### config.mk
export PLATFORM = sky130hd
export DESIGN_NAME = pcx_port
export DESIGN_NICKNAME = d
export VERILOG_FILES = /design/src/hdl/pcx_pkg.sv /design/src/hdl/pcx_port.sv /design/src/hdl/pcx_sync.sv /design/src/hdl/pcx_pin_mux.sv
export VERILOG_INCLUDE_DIRS = /design/src /design/src/hdl
export SDC_FILE = /design/constraint.sdc
export NUM_CORES = 1
export LEC_CHECK = 0
export BUFFER_PORTS_ARGS = -buffer_cell sky130_fd_sc_hd__buf_4
export CAP_MARGIN = 0
export CORE_MARGIN = 3
export CORE_UTILIZATION = 45
export DETAILED_ROUTE_END_ITERATION = 8
export PLACE_DENSITY = 0.69
export SLEW_MARGIN = 5
export SYNTH_ARGS = -nofsm -noshare
export SYNTH_HDL_FRONTEND = slang
export SYNTH_SLANG_ARGS = --single-unit
### constraint.sdc
create_clock -name pclk -period 3 [get_ports pclk]
set_input_delay 0.15 -clock pclk [delete_from_list [all_inputs] [get_ports pclk]]
set_output_delay 0.15 -clock pclk [all_outputs]
set_load 0.03 [all_outputs]
### src/hdl/pcx_map.svh
// Register map, field positions, reset values and pin indices of port C
//
// Notes on behaviour
// RULE1: Eight independent pins, each direction, latch, level.
// RULE2: Direction bit one floats the pin driver.
// RULE3: Direction bit zero drives the latch value.
// RULE4: Latch register reads back latch, not pins.
// RULE5: Reset makes every pin an input.
// RULE6: Direction register reads stored value despite overrides.
// RULE7: Peripherals force pins output or input.
// RULE8: Pin select one routes second unit to pin1.
// RULE9: Pin select zero in alternate mode moves it.
// RULE10: Oscillator enable disables digital use of pins 0,1; pin 1 still feeds the second unit's capture input.
// RULE11: Pins 1,2 compare output or capture input.
// RULE12: Channel A output overrides, floats on shutdown.
// RULE13: Pin 3 SPI clock out or in.
// RULE14: Pin 3 I2C clock out, input per unit.
// RULE15: Pin 4 I2C data driven and sampled.
// RULE16: Pin 4 SPI data sampled when input.
// RULE17: Pin 5 SPI data out when output.
// RULE18: Pin register write sets latch, read gives levels.
`ifndef PCX_MAP_SVH
`define PCX_MAP_SVH

// --------------------------------------------------------------
// Register byte offsets
// --------------------------------------------------------------
`define PCX_ADDR_W 12
`define PCX_OFF_PIN_LEVELS 12'h000
`define PCX_OFF_OUTPUT_LATCH 12'h004
`define PCX_OFF_DIRECTION 12'h008
`define PCX_OFF_PERIPH_CTRL 12'h00c
`define PCX_OFF_DRIVE_STATUS 12'h010

// --------------------------------------------------------------
// Reset values
// --------------------------------------------------------------
`define PCX_RST_DIRECTION 8'hff
`define PCX_RST_LATCH 8'h00
`define PCX_CTRL_W 9
`define PCX_RST_CTRL 9'h080

// --------------------------------------------------------------
// Peripheral control fields
// --------------------------------------------------------------
`define PCX_CTL_OSC_EN 0
`define PCX_CTL_SPI_EN 1
`define PCX_CTL_I2C_EN 2
`define PCX_CTL_CCP1_EN 3
`define PCX_CTL_PWM1_ENH 4
`define PCX_CTL_CCP2_EN 5
`define PCX_CTL_PWM2_ENH 6
`define PCX_CTL_PIN_SEL 7
`define PCX_CTL_ALT_MODE 8

// --------------------------------------------------------------
// Pin indices
// --------------------------------------------------------------
`define PCX_PIN_OSC_OUT 0
`define PCX_PIN_OSC_IN 1
`define PCX_PIN_CCP2 1
`define PCX_PIN_CCP1 2
`define PCX_PIN_SCK 3
`define PCX_PIN_SDA 4
`define PCX_PIN_SDO 5

`endif

### src/hdl/pcx_pkg.sv
// Types shared by the port C design files
package pcx_pkg;
	typedef logic [7:0] pcx_byte_t;
	typedef enum logic [1:0] {
		pcx_src_latch,
		pcx_src_periph,
		pcx_src_float,
		pcx_src_off
	} pcx_src_t;
endpackage

### src/hdl/pcx_port.sv
// Port C: APB register file, peripheral pin overrides and pin stages
`timescale 1ns/1ps
`include "pcx_map.svh"
module pcx_port
	import pcx_pkg::*;
#(
	parameter int PORT_W = 8
) (
	input wire logic pclk,
	input wire logic presetn,
	input wire logic [11:0] paddr,
	input wire logic psel,
	input wire logic penable,
	input wire logic pwrite,
	input wire logic [31:0] pwdata,
	input wire logic [3:0] pstrb,
	output logic [31:0] prdata,
	output logic pready,
	output logic pslverr,
	input wire logic [7:0] pin_i,
	output logic [7:0] pin_o,
	output logic [7:0] pin_oe_n,
	input wire logic first_capture_pwm_unit_out,
	input wire logic first_pwm_channel_a_out,
	input wire logic first_pwm_shutdown_float,
	output logic first_capture_pwm_unit_in,
	input wire logic second_capture_pwm_unit_out,
	input wire logic second_pwm_channel_a_out,
	input wire logic second_pwm_shutdown_float,
	output logic second_capture_pwm_unit_in,
	output logic second_unit_on_port_c,
	input wire logic serial_unit_spi_clock_out,
	output logic serial_unit_spi_clock_in,
	input wire logic serial_unit_spi_data_out,
	output logic serial_unit_spi_data_in,
	input wire logic serial_unit_i2c_clock_out,
	output logic serial_unit_i2c_clock_in,
	input wire logic serial_unit_i2c_data_out,
	output logic serial_unit_i2c_data_in,
	output logic timer_external_count_in,
	output logic low_power_osc_active
);
	// --------------------------------------------------------------
	// Elaboration check
	// --------------------------------------------------------------
	if (PORT_W != 8) begin : g_chk
		$error("pcx_port supports an eight pin port only");
	end

	// The control register must hold every field the map places in it
	if (`PCX_CTL_ALT_MODE >= `PCX_CTRL_W) begin : g_chk_ctrl
		$error("pcx_port control fields do not fit the control register");
	end

	// Peripheral pin indices must name pins that exist
	if (`PCX_PIN_SDO >= PORT_W) begin : g_chk_pins
		$error("pcx_port peripheral pin index outside the port");
	end

	if (`PCX_ADDR_W != 12) begin : g_chk_addr
		$error("pcx_port decodes a twelve bit address only");
	end

	// --------------------------------------------------------------
	// Declarations
	// --------------------------------------------------------------
	pcx_byte_t latch_ff, nxt_latch;
	pcx_byte_t dir_ff, nxt_dir;
	logic [`PCX_CTRL_W-1:0] ctrl_ff, nxt_ctrl;
	logic [31:0] prdata_ff, nxt_prdata;
	logic pslverr_ff, nxt_pslverr;
	pcx_byte_t level;
	pcx_byte_t level_rd;
	pcx_byte_t periph_val;
	pcx_src_t src [PORT_W];
	logic setup_ph;
	logic wr_acc;
	logic hit_pin, hit_latch, hit_dir, hit_ctrl, hit_stat, hit_any;
	logic osc_en, spi_en, i2c_en;
	logic ccp1_en, ccp2_en, pwm1_enh, pwm2_enh;
	logic ccp2_here;
	logic on_port_ff;
	logic nxt_on_port;
	logic cap2_in_ff;
	logic nxt_cap2_in;

	// --------------------------------------------------------------
	// Control fields
	// --------------------------------------------------------------
	assign osc_en = ctrl_ff[`PCX_CTL_OSC_EN];
	assign spi_en = ctrl_ff[`PCX_CTL_SPI_EN];
	assign i2c_en = ctrl_ff[`PCX_CTL_I2C_EN];
	assign ccp1_en = ctrl_ff[`PCX_CTL_CCP1_EN];
	assign pwm1_enh = ctrl_ff[`PCX_CTL_PWM1_ENH];
	assign ccp2_en = ctrl_ff[`PCX_CTL_CCP2_EN];
	assign pwm2_enh = ctrl_ff[`PCX_CTL_PWM2_ENH];

	// Select bit one keeps the unit here; zero moves it only in alternate mode
	assign ccp2_here = ctrl_ff[`PCX_CTL_PIN_SEL] | ~ctrl_ff[`PCX_CTL_ALT_MODE]; // RULE8 RULE9

	// --------------------------------------------------------------
	// Address decode
	// --------------------------------------------------------------
	assign setup_ph = psel & ~penable;
	assign wr_acc = psel & penable & pwrite & ~pslverr_ff;

	always_comb begin
		hit_pin = 1'b0;
		hit_latch = 1'b0;
		hit_dir = 1'b0;
		hit_ctrl = 1'b0;
		hit_stat = 1'b0;
		if (paddr == `PCX_OFF_PIN_LEVELS) begin
			hit_pin = 1'b1;
		end else if (paddr == `PCX_OFF_OUTPUT_LATCH) begin
			hit_latch = 1'b1;
		end else if (paddr == `PCX_OFF_DIRECTION) begin
			hit_dir = 1'b1;
		end else if (paddr == `PCX_OFF_PERIPH_CTRL) begin
			hit_ctrl = 1'b1;
		end else if (paddr == `PCX_OFF_DRIVE_STATUS) begin
			hit_stat = 1'b1;
		end
	end

	// Drive status is read-only, so a write to it is refused as well
	assign hit_any = hit_pin | hit_latch | hit_dir | hit_ctrl | (hit_stat & ~pwrite);

	// --------------------------------------------------------------
	// Pin levels as software sees them
	// --------------------------------------------------------------
	// Oscillator pins have no digital input while it runs, so they read zero
	always_comb begin
		level_rd = level; // RULE18
		if (osc_en) begin
			level_rd[`PCX_PIN_OSC_OUT] = 1'b0; // RULE10
			level_rd[`PCX_PIN_OSC_IN] = 1'b0;
		end
	end

	// --------------------------------------------------------------
	// Bus response next state
	// --------------------------------------------------------------
	// Read data is captured in the setup cycle so the access phase never waits
	always_comb begin
		nxt_prdata = prdata_ff;
		nxt_pslverr = pslverr_ff;
		if (setup_ph) begin
			nxt_pslverr = ~hit_any;
			nxt_prdata = 32'h0000_0000;
			if (!pwrite) begin
				if (hit_pin) begin
					nxt_prdata[7:0] = level_rd; // RULE18
				end else if (hit_latch) begin
					nxt_prdata[7:0] = latch_ff; // RULE4
				end else if (hit_dir) begin
					nxt_prdata[7:0] = dir_ff; // RULE6
				end else if (hit_ctrl) begin
					nxt_prdata[`PCX_CTRL_W-1:0] = ctrl_ff;
				end else if (hit_stat) begin
					nxt_prdata[7:0] = ~pin_oe_n;
				end
			end
		end
	end

	always_ff @(posedge pclk or negedge presetn) begin
		if (!presetn) begin
			prdata_ff <= 32'h0000_0000;
			pslverr_ff <= 1'b0;
		end else begin
			prdata_ff <= nxt_prdata;
			pslverr_ff <= nxt_pslverr;
		end
	end

	// --------------------------------------------------------------
	// Register file next state
	// --------------------------------------------------------------
	// Writes land only at the access edge and never on a refused address
	always_comb begin
		nxt_latch = latch_ff;
		nxt_dir = dir_ff;
		nxt_ctrl = ctrl_ff;
		if (wr_acc) begin
			if (hit_pin && pstrb[0]) begin
				nxt_latch = pwdata[7:0]; // RULE18
			end else if (hit_latch && pstrb[0]) begin
				nxt_latch = pwdata[7:0]; // RULE4
			end else if (hit_dir && pstrb[0]) begin
				nxt_dir = pwdata[7:0]; // RULE1
			end else if (hit_ctrl) begin
				if (pstrb[0]) begin
					nxt_ctrl[7:0] = pwdata[7:0];
				end
				if (pstrb[1]) begin
					nxt_ctrl[`PCX_CTRL_W-1] = pwdata[`PCX_CTRL_W-1];
				end
			end
		end
	end

	always_ff @(posedge pclk or negedge presetn) begin
		if (!presetn) begin
			latch_ff <= `PCX_RST_LATCH;
			dir_ff <= `PCX_RST_DIRECTION; // RULE5
			ctrl_ff <= `PCX_RST_CTRL;
		end else begin
			latch_ff <= nxt_latch;
			dir_ff <= nxt_dir;
			ctrl_ff <= nxt_ctrl;
		end
	end

	// Every access completes in its first access cycle
	assign pready = 1'b1;
	assign prdata = prdata_ff;
	assign pslverr = pslverr_ff & psel & penable;

	// --------------------------------------------------------------
	// Pin source selection
	// --------------------------------------------------------------
	// The direction register itself is never altered by an override
	always_comb begin
		for (int i = 0; i < PORT_W; i++) begin
			src[i] = dir_ff[i] ? pcx_src_float : pcx_src_latch; // RULE2 RULE3
		end
		periph_val = 8'h00;

		// Oscillator output and input pins
		if (osc_en) begin
			src[`PCX_PIN_OSC_OUT] = pcx_src_off; // RULE10
			src[`PCX_PIN_OSC_IN] = pcx_src_off; // RULE10
		end else if (ccp2_en && ccp2_here && !dir_ff[`PCX_PIN_CCP2]) begin
			if (pwm2_enh) begin
				periph_val[`PCX_PIN_CCP2] = second_pwm_channel_a_out; // RULE12
				if (second_pwm_shutdown_float) begin
					src[`PCX_PIN_CCP2] = pcx_src_float; // RULE12
				end else begin
					src[`PCX_PIN_CCP2] = pcx_src_periph; // RULE12
				end
			end else begin
				periph_val[`PCX_PIN_CCP2] = second_capture_pwm_unit_out; // RULE11
				src[`PCX_PIN_CCP2] = pcx_src_periph; // RULE11
			end
		end

		// First capture and PWM unit
		if (ccp1_en && !dir_ff[`PCX_PIN_CCP1]) begin
			if (pwm1_enh) begin
				periph_val[`PCX_PIN_CCP1] = first_pwm_channel_a_out; // RULE12
				if (first_pwm_shutdown_float) begin
					src[`PCX_PIN_CCP1] = pcx_src_float; // RULE12
				end else begin
					src[`PCX_PIN_CCP1] = pcx_src_periph; // RULE12
				end
			end else begin
				periph_val[`PCX_PIN_CCP1] = first_capture_pwm_unit_out; // RULE11
				src[`PCX_PIN_CCP1] = pcx_src_periph; // RULE11
			end
		end

		// Serial clock; SPI wins if software enables both modes at once
		if (spi_en && !dir_ff[`PCX_PIN_SCK]) begin
			periph_val[`PCX_PIN_SCK] = serial_unit_spi_clock_out; // RULE13
			src[`PCX_PIN_SCK] = pcx_src_periph; // RULE13
		end else if (i2c_en && !spi_en && !dir_ff[`PCX_PIN_SCK]) begin
			periph_val[`PCX_PIN_SCK] = serial_unit_i2c_clock_out; // RULE14
			src[`PCX_PIN_SCK] = pcx_src_periph; // RULE14
		end

		// I2C data is open drain: pull low for zero, release for one
		if (i2c_en && !spi_en) begin
			periph_val[`PCX_PIN_SDA] = 1'b0;
			if (serial_unit_i2c_data_out) begin
				src[`PCX_PIN_SDA] = pcx_src_float; // RULE15
			end else begin
				src[`PCX_PIN_SDA] = pcx_src_periph; // RULE15
			end
		end

		// SPI data out
		if (spi_en && !dir_ff[`PCX_PIN_SDO]) begin
			periph_val[`PCX_PIN_SDO] = serial_unit_spi_data_out; // RULE17
			src[`PCX_PIN_SDO] = pcx_src_periph; // RULE17
		end
	end

	// --------------------------------------------------------------
	// Pin stages
	// --------------------------------------------------------------
	pcx_sync #(
		.W(PORT_W)
	) u_sync (
		.pclk(pclk),
		.presetn(presetn),
		.async_in(pin_i),
		.level(level)
	);

	for (genvar g = 0; g < PORT_W; g++) begin : g_pin
		pcx_pin_mux u_mux (
			.pclk(pclk),
			.presetn(presetn),
			.src(src[g]),
			.latch_bit(latch_ff[g]),
			.periph_bit(periph_val[g]),
			.pin_o(pin_o[g]),
			.pin_oe_n(pin_oe_n[g])
		); // RULE1
	end

	// --------------------------------------------------------------
	// Second unit routing outputs
	// --------------------------------------------------------------
	// Registered so the unit never sees a decode glitch while software rewrites
	// the control register; this costs one cycle of capture latency
	always_comb begin
		nxt_on_port = ccp2_here; // RULE8 RULE9
		nxt_cap2_in = level[`PCX_PIN_CCP2] & ccp2_here; // RULE11
	end

	// Reset follows the control reset value, whose pin select bit is one
	always_ff @(posedge pclk or negedge presetn) begin
		if (!presetn) begin
			on_port_ff <= 1'b1;
			cap2_in_ff <= 1'b0;
		end else begin
			on_port_ff <= nxt_on_port;
			cap2_in_ff <= nxt_cap2_in;
		end
	end

	// --------------------------------------------------------------
	// Inputs handed to the peripherals
	// --------------------------------------------------------------
	// Levels are passed on ungated except the second unit's capture input, gated by the pin select in alternate mode; each peripheral ignores them when idle
	assign timer_external_count_in = level[`PCX_PIN_OSC_OUT];
	assign second_capture_pwm_unit_in = cap2_in_ff; // RULE11
	assign first_capture_pwm_unit_in = level[`PCX_PIN_CCP1]; // RULE11
	assign serial_unit_spi_clock_in = level[`PCX_PIN_SCK]; // RULE13
	assign serial_unit_i2c_clock_in = level[`PCX_PIN_SCK]; // RULE14
	assign serial_unit_spi_data_in = level[`PCX_PIN_SDA]; // RULE16
	assign serial_unit_i2c_data_in = level[`PCX_PIN_SDA]; // RULE15
	assign second_unit_on_port_c = on_port_ff; // RULE9
	assign low_power_osc_active = osc_en; // RULE10
endmodule

### src/hdl/pcx_sync.sv
// Three-stage pin synchroniser with agreement filter
`timescale 1ns/1ps
module pcx_sync #(
	parameter int W = 8
) (
	input wire logic pclk,
	input wire logic presetn,
	input wire logic [W-1:0] async_in,
	output logic [W-1:0] level
);
	logic [W-1:0] s1_ff, s2_ff, s3_ff, stable_ff;
	logic [W-1:0] nxt_stable;

	if (W < 1) begin : g_chk
		$error("pcx_sync needs a positive width");
	end

	// A bit only changes once stages two and three agree
	always_comb begin
		nxt_stable = (s2_ff & ~(s2_ff ^ s3_ff)) | (stable_ff & (s2_ff ^ s3_ff));
	end

	always_ff @(posedge pclk or negedge presetn) begin
		if (!presetn) begin
			s1_ff <= '0;
			s2_ff <= '0;
			s3_ff <= '0;
			stable_ff <= '0;
		end else begin
			s1_ff <= async_in;
			s2_ff <= s1_ff;
			s3_ff <= s2_ff;
			stable_ff <= nxt_stable;
		end
	end

	assign level = stable_ff;
endmodule

### src/hdl/pcx_pin_mux.sv
// Output stage of one pin: picks its source and registers drive and enable
`timescale 1ns/1ps
module pcx_pin_mux
	import pcx_pkg::*;
(
	input wire logic pclk,
	input wire logic presetn,
	input wire pcx_pkg::pcx_src_t src,
	input wire logic latch_bit,
	input wire logic periph_bit,
	output logic pin_o,
	output logic pin_oe_n
);
	logic o_ff, oe_n_ff;
	logic nxt_o, nxt_oe_n;

	always_comb begin
		nxt_o = 1'b0;
		nxt_oe_n = 1'b1;
		case (src)
			pcx_src_latch: begin
				nxt_o = latch_bit; // RULE3
				nxt_oe_n = 1'b0;
			end
			pcx_src_periph: begin
				nxt_o = periph_bit; // RULE7
				nxt_oe_n = 1'b0;
			end
			pcx_src_float: begin
				nxt_oe_n = 1'b1; // RULE2
			end
			default: begin
				nxt_oe_n = 1'b1; // RULE10
			end
		endcase
	end

	// Driver starts released so nothing fights the board at power-up
	always_ff @(posedge pclk or negedge presetn) begin
		if (!presetn) begin
			o_ff <= 1'b0;
			oe_n_ff <= 1'b1;
		end else begin
			o_ff <= nxt_o;
			oe_n_ff <= nxt_oe_n;
		end
	end

	assign pin_o = o_ff;
	assign pin_oe_n = oe_n_ff;
endmodule

Yosys cells after proc, flatten, opt, wreduce, memory -nomap -nowiden
Cells that the tools add are included.
{"block": "totals", "reg_bits": 85, "out_inout_bits": 59, "in_bits": 71, "mem_bits_rw": 0, "rom_bits": 0, "memories": 0, "elab_cells": 177, "latchBits": 0}
{"block": "op_classes", "addsub": 0, "bitwise_logic": 27, "div": 0, "n_mux": 73, "n_mul": 0, "n_reduce_logical": 37, "n_eq_ne": 12, "n_lt_le_gt_ge": 0, "n_shift": 0}
{"op": "$mux W8", "n": 7}
{"op": "$mux W2", "n": 22}
{"op": "$mux W1", "n": 39}
{"op": "$eq A12 B4 Y1 const B", "n": 2}
{"op": "$and A8 B8 Y8", "n": 2}
{"op": "$eq A2 B1 Y1 const B", "n": 8}
{"op": "$logic_not A2 Y1", "n": 8}
{"op": "$not A8 Y8", "n": 2}
{"op": "$reduce_or A2 Y1", "n": 8}
{"op": "$eq A12 B3 Y1 const B", "n": 1}
{"op": "$eq A12 B5 Y1 const B", "n": 1}
{"op": "$logic_not A12 Y1", "n": 1}
{"op": "$reduce_and A6 Y1", "n": 2}
{"op": "$logic_and A1 B1 Y1", "n": 10}
{"op": "$mux W9", "n": 1}
{"op": "$and A1 B1 Y1", "n": 8}
{"op": "$not A1 Y1", "n": 8}
{"op": "$or A8 B8 Y8", "n": 1}
{"op": "$pmux W1 S2", "n": 4}
{"op": "$xor A8 B8 Y8", "n": 1}
{"op": "$logic_not A1 Y1", "n": 5}
{"op": "$or A1 B1 Y1", "n": 5}
{"op": "$reduce_and A4 Y1", "n": 1}
{"op": "$reduce_and A2 Y1", "n": 1}
{"op": "$reduce_bool A2 Y1", "n": 1}

Longest topological paths before layout
Gate-level depths: netlist of the first run.
{"block": "logic_depth", "ltp_word": 12, "depth_mapped": 7, "mapped_depth_nobuf": 4}

Hierarchy
A second synthesis of the first run with hierarchy kept.
{"block": "unflattened", "cells_unflattened": 296, "hier_area_um2": 3677.3}
{"mod": "pcx_port", "area_per_inst_um2": 2235.9, "seq_area_each_um2": 938.4, "cells_per_inst": 216, "n_inst": 1}
{"mod": "pcx_sync", "area_per_inst_um2": 890.9, "seq_area_each_um2": 800.8, "cells_per_inst": 40, "n_inst": 1}
{"mod": "pcx_pin_mux", "area_per_inst_um2": 68.8, "seq_area_each_um2": 51.3, "cells_per_inst": 5, "n_inst": 8}

Least setup slack after synthesis of the first run
OpenSTA, ideal clock, no wires.
{"block": "synth_timing", "path_kind": "input to register", "start": "in paddr[1]", "end": "reg latch_ff[0]", "required_ps": 2875, "setup_ps": 125, "stages": 4, "path_buffers": 0, "slack_ps": 982, "arrival_ps": 1893, "cell_sequence": "or4_1 > or3_4 > nor4_4 > mux2_2"}
{"block": "synth_via", "elab_chain_cells": 6, "elab_cells_between_ends": 10, "cone_classes": "1 x eq/ne; 4 x mux; 5 x reduce/logical"}
{"item": "from (decl)", "line": "pcx_port.sv:11", "source": "input wire logic [11:0] paddr,"}
{"item": "$eq A12 B3 Y1 (no source line)"}
{"item": "$mux W1", "line": "pcx_port.sv:115", "source": "end else if (paddr == `PCX_OFF_OUTPUT_LATCH) begin"}
{"item": "$mux W1", "line": "pcx_port.sv:113", "source": "if (paddr == `PCX_OFF_PIN_LEVELS) begin"}
{"item": "$logic_and A1 B1 Y1", "line": "pcx_port.sv:188", "source": "end else if (hit_latch && pstrb[0]) begin"}
{"item": "$reduce_bool A2 Y1 (no source line)"}
{"item": "$reduce_and A2 Y1 (no source line)"}
{"item": "to (signal assigned)", "line": "pcx_port.sv:205", "source": "latch_ff <= `PCX_RST_LATCH;"}
{"item": "to (signal assigned)", "line": "pcx_port.sv:209", "source": "latch_ff <= nxt_latch;"}
{"item": "to (decl)", "line": "pcx_port.sv:67", "source": "pcx_byte_t latch_ff, nxt_latch;"}
Parallel ways exist; a longest one is shown, timed or not.
A chain may end at the register's enable or synchronous reset.

Worst setup path in the final report of the first run
{"block": "layout_timing", "start": "in paddr[1]", "end": "reg latch_ff[5]"}
Same word-level chain as after synthesis.

==> results of run 1 <==
## logic make-up after synthesis
logic type / Yosys count / share of synthesized area
other cells: 2 / 0.002015
compound gates: 53 / 0.08896
flops: 85 / 0.5767
buf+inv: 58 / 0.1007
fa+ha+maj: 8 / 0.02148
simple gates: 70 / 0.1155
mux: 32 / 0.09466
## cell type report
class / instances / area [µm²] / area share
clock buffer: 11 / 151.4 / 0.03348
clock inverter: 5 / 82.58 / 0.01826
inverter: 6 / 22.52 / 0.004981
multi-input combinational: 187 / 1285 / 0.2842
sequential: 85 / 2150 / 0.4754
tap: 102 / 127.6 / 0.02822
timing repair buffer: 91 / 703.2 / 0.1555
## cells in the final DEF (no fill, tap or decap), types with 3 or more instances in the layout
cell / instances
a21oi_1: 7
a22oi_1: 6
a31oi_1: 3
and2_1: 3
buf_4: 83
clkbuf_8: 11
conb_1: 24
dfrtp_1: 67
dfstp_2: 18
dlygate4sd3_1: 8
inv_1: 5
maj3_1: 8
mux2_2: 25
mux2i_1: 6
nand2_1: 16
nand2b_1: 8
nor2_1: 14
nor2b_1: 5
nor3b_1: 4
o21ai_0: 23
o221ai_1: 3
or3b_2: 4
## state kept, by name (all words and copies together) (netlist names), named ones only
signal,count
ctrl_ff,9
prdata,9
dir_ff,8
g_pin.u_mux.pin_o,8
g_pin.u_mux.pin_oe_n,8
latch_ff,8
u_sync.s1_ff,8
u_sync.s2_ff,8
u_sync.s3_ff,8
pslverr_ff,1
second_capture_pwm_unit_in,1
second_unit_on_port_c,1
## power groups by stage
stage / Sequential, mW / Combinational (mW) / Clock, mW
floorplan: 1.24 / 0.136 / 0
global placement: 1.22 / 0.233 / 0
detailed placement: 1.22 / 0.236 / 0
CTS: 1.20 / 0.245 / 0.929
global route: 1.20 / 0.264 / 0.980
finish: 1.20 / 0.243 / 0.910
## worst max path at each step
| stage | end | slack, ps |
|---|---|---|
| detailed placement | latch_ff[1]$_DFFE_PN0P_ | 620 |
| global route | latch_ff[5]$_DFFE_PN0P_ | 930 |
| CTS | latch_ff[5]$_DFFE_PN0P_ | 980 |
| finish | latch_ff[5]$_DFFE_PN0P_ | 970 |
| global placement | latch_ff[6]$_DFFE_PN0P_ | 650 |
| floorplan | latch_ff[0]$_DFFE_PN0P_ | 980 |
## metrics by stage
step                power, mW  hold slack [ps]  area (µm²)
floorplan               1.371           -145.6        3810
global placement        1.452            259.4        4208
detailed placement      1.456            260.4        4208
CTS                     2.372            2.648        4522
global route            2.446            25.79        4522
finish                  2.351           -38.64        4522
## critical path, delay by kind of cell
family | cells | cell delay [ps]
buffers and inverters | 2 | 360
AND/OR/NAND/NOR | 3 | 1410
multiplexers | 1 | 340
## per-layer routing
layer  vias up  share of wire
met5         -              0
met4         0          0.016
met3        14          0.065
li1       1150              -
met2       105           0.47
met1      1222           0.45
## what timing repair did
item	CTS	global route
endpoints found under the hold margin	8	0
endpoints found under the setup margin	0	0
hold buffers	8	0
==> run_results.csv, run 1 <==
group,metric,value,unit
outcome,outcome,"complete, but fails checks",
outcome,failed_checks,"negative hold slack",
drt,avgRoutedWirePerCell,16.11,µm
logic_synthesis,synth_top_area_share,0.4498,
power_and_ir_drop,power_frac_clock,0.387,
hold_path,min_path_type,"input pin to async pin",
floorplanning,core_area,7888,µm²
logic_synthesis,avgSynthCellArea,12.10,µm²
global_route,use_met3,0.03605,
setup_path,reg2reg_slack,1000,ps
clock_network,cts_setup_buffers,0,
clock_network,cts_sinks,85,
logic_synthesis,synth_seq_cells,85,
sta,holdWs,-38.64,ps
power_and_ir_drop,cellPowerDensity,520.0,nW/µm²
floorplanning,die_h,97.01,µm
setup_path,slowest_stage,"or4_1",
logic_synthesis,async_reset_ff_frac,1.000,
logic_synthesis,synthTopCellsByCount,"67 x dfrtp_1, 42 x buf_4, 25 x mux2_2",
setup_path,cp_common_cell,"buf_4",
cells_and_area,nets,451,
drt,firstDrtPassIters,4,
logic_synthesis,synth_cells,308,
clock_network,cts.path.max_buffers,2,
logic_synthesis,synth-edff-count,0,
setup_path,end_kind,"register",
global_route,global_route.usage.met2,0.2606,
clock_network,cts-root-buf,"clkbuf_8",
setup_path,crit_required,3240,ps
clock_network,cts-resized-gates,0,
sta,fmax,0.4926,GHz
logic_synthesis,synth_area,3727,µm²
logic_synthesis,seq_area_frac_synth,0.5767,
place,hpwl,5.535,mm
place,placed_cells,463,
clock_network,clkTransAtPathRegs,80,ps
setup_path,reg2reg_depth,5,
sta,tns,0,ps
global_route,grt_overflow,0,
sta,worst_pin_slew,1024,ps
setup_path,path_cells,"buf_4 -> or4_1 -> or3_4 -> nor4_4 -> buf_4 -> mux2_2",
floorplanning,die_w,97.01,µm
sta,rsz0062_at_grt,"false",
logic_synthesis,ys_warn_count,0,
place,globalplace.congestion,0.8388,
sta,fin_skew,9.807,ps
power_and_ir_drop,vdd_ir_drop_max,0.0002862,V
setup_path,worstPathArrival,2270,ps
power_and_ir_drop,p_int,1.787,mW
cells_and_area,fin_util,0.5733,
setup_path,critPathKind,"input pin to register",
floorplanning,io_pins,130,
cells_and_area,fillers,680,
setup_path,rr_endpoint,"latch_ff[5]$_DFFE_PN0P_",
setup_path,critPathLaunchType,"input pin",
clock_network,cts_buffers,9,
power_and_ir_drop,power_switching_share,0.2401,
drt,drt_iter0_drc,149,
sta,finalCriticalPeriod,2030,ps
global_route,top_usage_layer,"met2",
global_route,grt_use_met1,0.2327,
place,numPortBuffers,80,
floorplanning,core.rowCount,32,
cells_and_area,area_growth,21.32,%
logic_synthesis,yosys-top-cells-area,"dfrtp_1 45%, dfstp_2 13%, buf_4 8.5%, mux2_2 7.6%, o21ai_0 3.1%",
logic_synthesis,synth.distinct_cells,45,
place,placement.setup.worst_slack,623.2,ps
sta,fin_crit_sh,0.6766,
power_and_ir_drop,power_leakage,2.152,nW
drt,ant_nets,0,
sta,maxSlewHeadroom,0.3173,
flow_run,cap_violations,0,
sta,setup-violations-final,0,
power_and_ir_drop,seq_power_share,0.509,
logic_synthesis,synth_flop_cell,"dfrtp_1",
global_route,grt_pass1_wl,12.82,mm
sta,hold_violations,27,
cells_and_area,finalNonFillerCells,487,
cells_and_area,drive_gt1_frac,0.4000,
global_route,grt_util_all_layers,0.1696,
cells_and_area,antenna_cells,0,
drt,vias,2491,
drt,drc,0,
floorplanning,start_util,0.4726,
setup_path,r2r-start,"pslverr_ff$_DFFE_PN0P_",
power_and_ir_drop,combPwrFrac,0.103,
global_route,antenna_found_initial,0,
drt,drt_wl_total,7.848,mm
floorplanning,dieArea,9411,µm²
setup_path,path_max_fanout,5,
sta,fin_ws,970.1,ps
logic_synthesis,synth_most_common_cell,"dfrtp_1",
logic_synthesis,yosysTopAreaCell,"dfrtp_1",
power_and_ir_drop,power_switching,0.5645,mW
global_route,grt_max_degree,86,
drt,viasPerCell,5.115,
clock_network,tritoncts,"yes",
setup_path,critical-path-max-stage-delay,660,ps
clock_network,clk_latency,350,ps
global_route,grt_pass1_vias,2580,
clock_network,htree_levels,3,
sta,slew_violations,0,
setup_path,startpoint,"paddr[1]",
Note: power is estimated with default switching activity, not from simulation.
==> run 2: changes to the inputs <==
--- a/config.mk
+++ b/config.mk
@@ -11,7 +11,7 @@
 export CORE_MARGIN = 3
 export CORE_UTILIZATION = 45
 export DETAILED_ROUTE_END_ITERATION = 8
-export PLACE_DENSITY = 0.69
+export PLACE_DENSITY = 0.72
 export SLEW_MARGIN = 5
 export SYNTH_ARGS = -nofsm -noshare
 export SYNTH_HDL_FRONTEND = slang
==> constraint.sdc (replaced) <==
create_clock -name pclk -period 1.8 [get_ports pclk]
set_input_delay 0.09 -clock pclk [delete_from_list [all_inputs] [get_ports pclk]]
set_output_delay 0.09 -clock pclk [all_outputs]
set_load 0.03 [all_outputs]
==> run 2 against run 1 <==
Against the previous run:
- via count rose by 7.4%
- critical path depth fell by 1
- power rose by 54%
- cell count rose by 6.2%
- critical path type is now register to register
- the flow now finishes without violations
- flip-flop and latch count did not move
==> run_results.csv, run 2 (synthesis gave the netlist of run 1 again) <==
group,metric,value,unit
cells_and_area,nets,481,
setup_path,reg2reg_slack,70,ps
sta,worst_pin_slew,657.7,ps
clock_network,clkTransAtPathRegs,80,ps
drt,ant_nets,0,
place,globalplace.congestion,0.8753,
sta,fin_crit_sh,0.9622,
floorplanning,io_pins,130,
floorplanning,die_w,97.01,µm
setup_path,crit_required,2030,ps
clock_network,cts-root-buf,"clkbuf_8",
setup_path,critical-path-max-stage-delay,400,ps
setup_path,end_kind,"register",
global_route,antenna_found_initial,0,
drt,viasPerCell,5.174,
setup_path,r2r-start,"pslverr_ff$_DFFE_PN0P_",
floorplanning,dieArea,9411,µm²
drt,firstDrtPassIters,4,
setup_path,slowest_stage,"dfrtp_1",
setup_path,worstPathArrival,1960,ps
sta,fmax,0.5774,GHz
setup_path,path_cells,"and4b_2 -> nand2_2 -> nor4_4 -> buf_4 -> mux2_2",
outcome,outcome,"finished, final reports clean",
cells_and_area,fin_util,0.5995,
cells_and_area,finalNonFillerCells,517,
setup_path,reg2reg_depth,5,
sta,hold_violations,0,
flow_run,cap_violations,0,
sta,rsz0062_at_grt,"false",
drt,vias,2675,
clock_network,cts_setup_buffers,0,
floorplanning,core_area,7888,µm²
place,hpwl,6.135,mm
setup_path,path_max_fanout,4,
power_and_ir_drop,power_leakage,2.241,nW
hold_path,hold_end,"prdata[8]$_DFFE_PN0P_",
cells_and_area,final_cell_area,4728,µm²
power_and_ir_drop,cellPowerDensity,764.9,nW/µm²
sta,holdWs,69.82,ps
clock_network,htree_levels,3,
setup_path,critPathKind,"register to register",
hold_path,min_path_cells,4,
clock_network,cts_buffers,9,
global_route,grt_util_all_layers,0.1870,
power_and_ir_drop,vdd_ir_drop_max,0.0004382,V
hold_path,min_from,"pwrite",
clock_network,cts.path.max_buffers,2,
cells_and_area,drive_gt1_frac,0.4096,
place,placed_cells,478,
cells_and_area,layout_common_cells,"98 x buf_4, 67 x dfrtp_1, 24 x mux2_2, 24 x conb_1",
drt,drt_wl_total,8.459,mm
global_route,grt_pass1_wl,14.07,mm
drt,drt_iter0_drc,144,
sta,maxSlewHeadroom,0.5615,
global_route,grt_overflow,0,
floorplanning,start_util,0.4726,
sta,slew_violations,0,
global_route,grt_pass1_vias,2840,
setup_path,critPathLaunchType,"register",
cells_and_area,antenna_cells,0,
sta,setup-violations-final,0,
sta,fin_skew,7.583,ps
clock_network,clk_latency,350,ps
drt,drc,0,
place,numPortBuffers,80,
cells_and_area,area_growth,26.85,%
hold_path,min_path_type,"input pin to register",
clock_network,cts_sinks,85,
sta,finalCriticalPeriod,1732,ps
drt,avgRoutedWirePerCell,16.36,µm
floorplanning,core.rowCount,32,
floorplanning,die_h,97.01,µm
clock_network,tritoncts,"yes",
global_route,grt_max_degree,36,
place,dpl_cell_area,4332,µm²
cells_and_area,fillers,664,
setup_path,rr_endpoint,"latch_ff[3]$_DFFE_PN0P_",
cells_and_area,final_common_cell,"buf_4",
==> run 2: changes by cell type in the layout (fill, tap and decap cells not counted), moves of 2 or more <==
cell           change
dlygate4sd3_1     +15
buf_4             +15
bufinv_16          -2
clkbuf_1           +3
clkinv_4           -2
or4_4              +2
clkbuf_8           -2
clkinvlp_4         +3
or4_1              -2
==> run 2: repair_timing <==
| action | 4_1_cts | 5_1_grt |
|---|---|---|
| gates resized for setup | 1 | 1 |
| pin swaps | 0 | 0 |
| endpoints found under the setup margin | 5 | 8 |
| hold buffers | 23 | 0 |
| endpoints found under the hold margin | 65 | 0 |
==> run 2: area by class of cell <==
class | count | area [µm²] | share of cell area
multi-input cells | 187 | 1300 | 0.2749
clock buffers | 12 | 135.1 | 0.02858
clock inverters | 4 | 27.53 | 0.005822
repair buffers | 121 | 965.9 | 0.2043
well taps | 102 | 127.6 | 0.02699
flip-flops and latches | 85 | 2150 | 0.4546
inverters | 6 | 22.52 | 0.004763
==> run 2: critical path, delay by kind of cell (launching register included) <==
kind,cells,cell delay [ps]
and+or+nand+nor,3,700
DFF,1,400
muxes,1,330
buffers and inverters,1,190
==> run 2: how the worst max path moves through the flow <==
stage,start,to,slack (ps),depth (start not counted)
6_report,pslverr_ff$_DFFE_PN0P_,latch_ff[3]$_DFFE_PN0P_,70,5
4_1_cts,pslverr_ff$_DFFE_PN0P_,latch_ff[3]$_DFFE_PN0P_,30,5
5_1_grt,pslverr_ff$_DFFE_PN0P_,latch_ff[0]$_DFFE_PN0P_,7,5
3_3_place_gp,paddr[1],dir_ff[1]$_DFFE_PN1P_,-210,5
3_5_place_dp,paddr[1],dir_ff[3]$_DFFE_PN1P_,-260,5
2_1_floorplan,paddr[1],latch_ff[0]$_DFFE_PN0P_,-80,4
==> run 2: layer usage <==
layer | wire length [µm] | GRT usage | vias up
met5 | 0 | 0 | -
met4 | 223 | 0.08639 | 0
met3 | 611 | 0.04903 | 14
met2 | 3895 | 0.2919 | 113
met1 | 3728 | 0.2441 | 1334
li1 | - | - | 1214
==> run 2: metrics by stage <==
| stage | TNS, ps | power (mW) | setup slack (ps) |
|---|---|---|---|
| detailed placement | -3820 | 2.453 | -255.9 |
| floorplan | -1254 | 2.287 | -84.10 |
| global route | 0 | 3.777 | 7.294 |
| global placement | -3043 | 2.442 | -208.0 |
| finish | 0 | 3.617 | 67.98 |
| CTS | 0 | 3.651 | 26.88 |
==> run 2: power breakdown <==
part	internal (mW)	switching, mW	leakage (nW)
Sequential	1.97	0.0326	1.04
Combinational	0.187	0.270	1.13
Clock	0.501	0.661	0.0726
Total	2.65	0.963	2.24
==> run 3: changes to the inputs <==
--- a/config.mk
+++ b/config.mk
@@ -6,12 +6,14 @@
 export SDC_FILE = /design/constraint.sdc
 export NUM_CORES = 1
 export LEC_CHECK = 0
+export ABC_AREA = 1
+export ABC_CLOCK_PERIOD_IN_PS = 1900
 export BUFFER_PORTS_ARGS = -buffer_cell sky130_fd_sc_hd__buf_4
 export CAP_MARGIN = 0
 export CORE_MARGIN = 3
 export CORE_UTILIZATION = 45
 export DETAILED_ROUTE_END_ITERATION = 8
-export PLACE_DENSITY = 0.72
+export PLACE_DENSITY = 0.68
 export SLEW_MARGIN = 5
 export SYNTH_ARGS = -nofsm -noshare
 export SYNTH_HDL_FRONTEND = slang
==> constraint.sdc (replaced) <==
create_clock -name pclk -period 1.9 [get_ports pclk]
set_input_delay 0.095 -clock pclk [delete_from_list [all_inputs] [get_ports pclk]]
set_output_delay 0.095 -clock pclk [all_outputs]
set_load 0.03 [all_outputs]
==> run 3 against run 2 <==
Against the previous run:
- largest power group unchanged
- synthesized cell count up 37%
- worst hold slack got worse by 54 ps
- register-to-register slack better by 400 ps
==> run_results.csv, run 3 <==
group,metric,value,unit
outcome,outcome,"finished, final reports clean",
power_and_ir_drop,seq_power_share,0.549,
clock_network,cts_sinks,85,
logic_synthesis,seq_area_frac_synth,0.5359,
sta,hold_violations,0,
setup_path,crit_end,"latch_ff[6]$_DFFE_PN0P_",
drt,wl_met3,597,µm
setup_path,worstPathArrival,1670,ps
sta,slew_violations,0,
cells_and_area,area_growth,19.87,%
drt,vias,2974,
power_and_ir_drop,power_switching_share,0.2679,
global_route,grt_util_all_layers,0.1807,
clock_network,cts-resized-gates,0,
power_and_ir_drop,p_int,2.506,mW
logic_synthesis,synth_top_area_share,0.4180,
clock_network,tritoncts,"yes",
logic_synthesis,synth_area,4011,µm²
clock_network,cts-root-buf,"clkbuf_8",
floorplanning,die_w,100.4,µm
setup_path,crit_required,2140,ps
drt,firstDrtPassIters,4,
cells_and_area,nets,573,
floorplanning,start_util,0.4762,
setup_path,r2r-start,"pslverr_ff$_DFFE_PN0P_",
sta,fin_skew,10.97,ps
place,hpwl,6.514,mm
global_route,grt_max_degree,45,
drt,viasPerCell,4.859,
setup_path,critPathKind,"register to register",
floorplanning,core_area,8423,µm²
logic_synthesis,synth_most_common_cell,"nand2_1",
sta,worst_pin_slew,561.5,ps
sta,finalCriticalPeriod,1434,ps
place,numPortBuffers,80,
hold_path,min_path_cells,3,
drt,top_layer,"met4",
clock_network,cts_setup_buffers,0,
place,globalplace.congestion,0.8690,
setup_path,reg2reg_depth,7,
clock_network,cts_buffers,9,
setup_path,rr_endpoint,"latch_ff[6]$_DFFE_PN0P_",
logic_synthesis,synthTopCellsByCount,"87 x nand2_1, 67 x dfrtp_1, 50 x inv_1",
global_route,grt_pass1_wl,14.04,mm
power_and_ir_drop,power_frac_clock,0.351,
global_route,antenna_found_initial,0,
cells_and_area,fillers,765,
logic_synthesis,synth.distinct_cells,38,
sta,rsz0062_at_grt,"false",
logic_synthesis,synth_seq_cells,85,
setup_path,critPathLaunchType,"register",
sta,fmax,0.6975,GHz
cells_and_area,final_common_cell,"nand2_1",
cells_and_area,fin_util,0.5709,
power_and_ir_drop,combPwrFrac,0.100,
clock_network,clkTransAtPathRegs,90,ps
sta,tns,0,ps
logic_synthesis,synth_flop_cell,"dfrtp_1",
logic_synthesis,synth_cells,422,
setup_path,path_max_fanout,8,
drt,drt-met1-wl,3.907,mm
logic_synthesis,yosysTopAreaCell,"dfrtp_1",
power_and_ir_drop,cellPowerDensity,711.8,nW/µm²
drt,avgRoutedWirePerCell,14.11,µm
hold_path,min_path_type,"input pin to register",
cells_and_area,drive_gt1_frac,0.3176,
flow_run,cap_violations,0,
clock_network,htree_levels,3,
drt,drc,0,
logic_synthesis,synth-edff-count,0,
power_and_ir_drop,power_leakage,2.380,nW
cells_and_area,layout_common_cells,"87 x nand2_1, 83 x buf_4, 67 x dfrtp_1",
sta,setup-violations-final,0,
power_and_ir_drop,power_switching,0.9171,mW
power_and_ir_drop,vdd_ir_drop_max,0.0004126,V
floorplanning,die_h,100.4,µm
drt,ant_nets,0,
setup_path,end_kind,"register",
logic_synthesis,ys_warn_count,0,
global_route,grt_overflow,0,
clock_network,cts.path.max_buffers,2,
setup_path,startpoint,"pslverr_ff$_DFFE_PN0P_",
floorplanning,dieArea,10080,µm²
sta,fin_crit_sh,0.7546,
drt,drt_wl_total,8.635,mm
logic_synthesis,yosys-top-cells-area,"dfrtp_1 42%, dfstp_2 12%, buf_4 8.2%, nand2_1 8.1%, inv_1 4.7%",
global_route,grt_pass1_vias,2797,
setup_path,reg2reg_slack,470,ps
floorplanning,core.rowCount,33,
logic_synthesis,avgSynthCellArea,9.506,µm²
floorplanning,io_pins,130,
cells_and_area,antenna_cells,0,
sta,maxSlewHeadroom,0.6257,
drt,route.met2.wl,3.963,mm
drt,drt_iter0_drc,141,
clock_network,clk_latency,360,ps
logic_synthesis,async_reset_ff_frac,1.000,
sta,holdWs,16.22,ps
==> run 3: changes by cell type in the layout (fill, tap and decap cells not counted), sizes merged, moves of 6 or more <==
cell	before	now
inv	5	57
nand2b	8	0
a22oi	6	0
nand3	0	25
dlygate4sd3	23	12
o21ai	23	34
nor2	15	31
buf	98	84
nand4	3	12
nand2	16	97
mux2	26	0
==> run 3: per-stage QoR <==
stage	instance area (µm²)	setup slack, ps	power (mW)	instances
finish	4808	466.3	3.423	612
CTS	4808	469.7	3.454	612
detailed placement	4503	334.7	2.239	584
global placement	4503	353.4	2.234	584
floorplan	4094	602.4	2.117	444
global route	4808	334.2	3.551	612
==> run 3: cells by family (layout without fill, tap and decap cells) <==
kind of cell	after synthesis	after routing	synth area share
simple gates	172	172	0.2115
buf+inv	104	167	0.1432
flops	85	85	0.5359
compound gates	50	50	0.08515
fa+ha+maj	8	8	0.01996
other cells	2	24	0.001872
mux	1	1	0.002495
==> run 3: layout make-up <==
type	instances	area [µm²]	area share
sequential	85	2150	0.4470
multi-input combinational	255	1370	0.2849
timing repair buffer	96	763.2	0.1587
inverter	55	209.0	0.04346
clock buffer	11	141.4	0.02940
tap	105	131.4	0.02732
clock inverter	5	43.79	0.009107
==> run 3: worst min path at each step <==
stage / from / endpoint / slack (ps)
global placement: presetn / u_sync.s2_ff[0]$_DFF_PN0_ / 120
CTS: serial_unit_spi_clock_out / g_pin[3].u_mux.pin_o$_DFF_PN0_ / 1
detailed placement: presetn / u_sync.s1_ff[0]$_DFF_PN0_ / 120
finish: pwdata[7] / ctrl_ff[7]$_DFFE_PN1P_ / 20
global route: first_capture_pwm_unit_out / g_pin[2].u_mux.pin_o$_DFF_PN0_ / 8
floorplan: presetn / async pin / -200
==> run 3: power by group through the flow <==
stage | clock network (mW) | registers, mW | logic (mW)
6_report | 1.20 | 1.88 | 0.343
3_3_place_gp | 0 | 1.91 | 0.323
3_5_place_dp | 0 | 1.91 | 0.327
4_1_cts | 1.23 | 1.88 | 0.347
5_1_grt | 1.29 | 1.88 | 0.377
2_1_floorplan | 0 | 1.92 | 0.194
==> run 3: metal layers <==
metal	track usage	vias to the layer above
met3	0.03614	13
met5	0	-
met1	0.2570	1415
li1	-	1444
met2	0.2696	102
met4	0.07668	0
==> run 3: repair_timing <==
item,4_1_cts,5_1_grt
endpoints found under the setup margin,0,0
hold endpoints to repair,38,0
hold buffers,12,0
==> run 3: critical path, cell delays in order (launching register included) <==
cell,delay [ps]
dfrtp_1,400
inv_1,70
nand4_1,210
inv_1,210
nand4_2,130
buf_4,200
nand2_1,50
o21ai_1,50
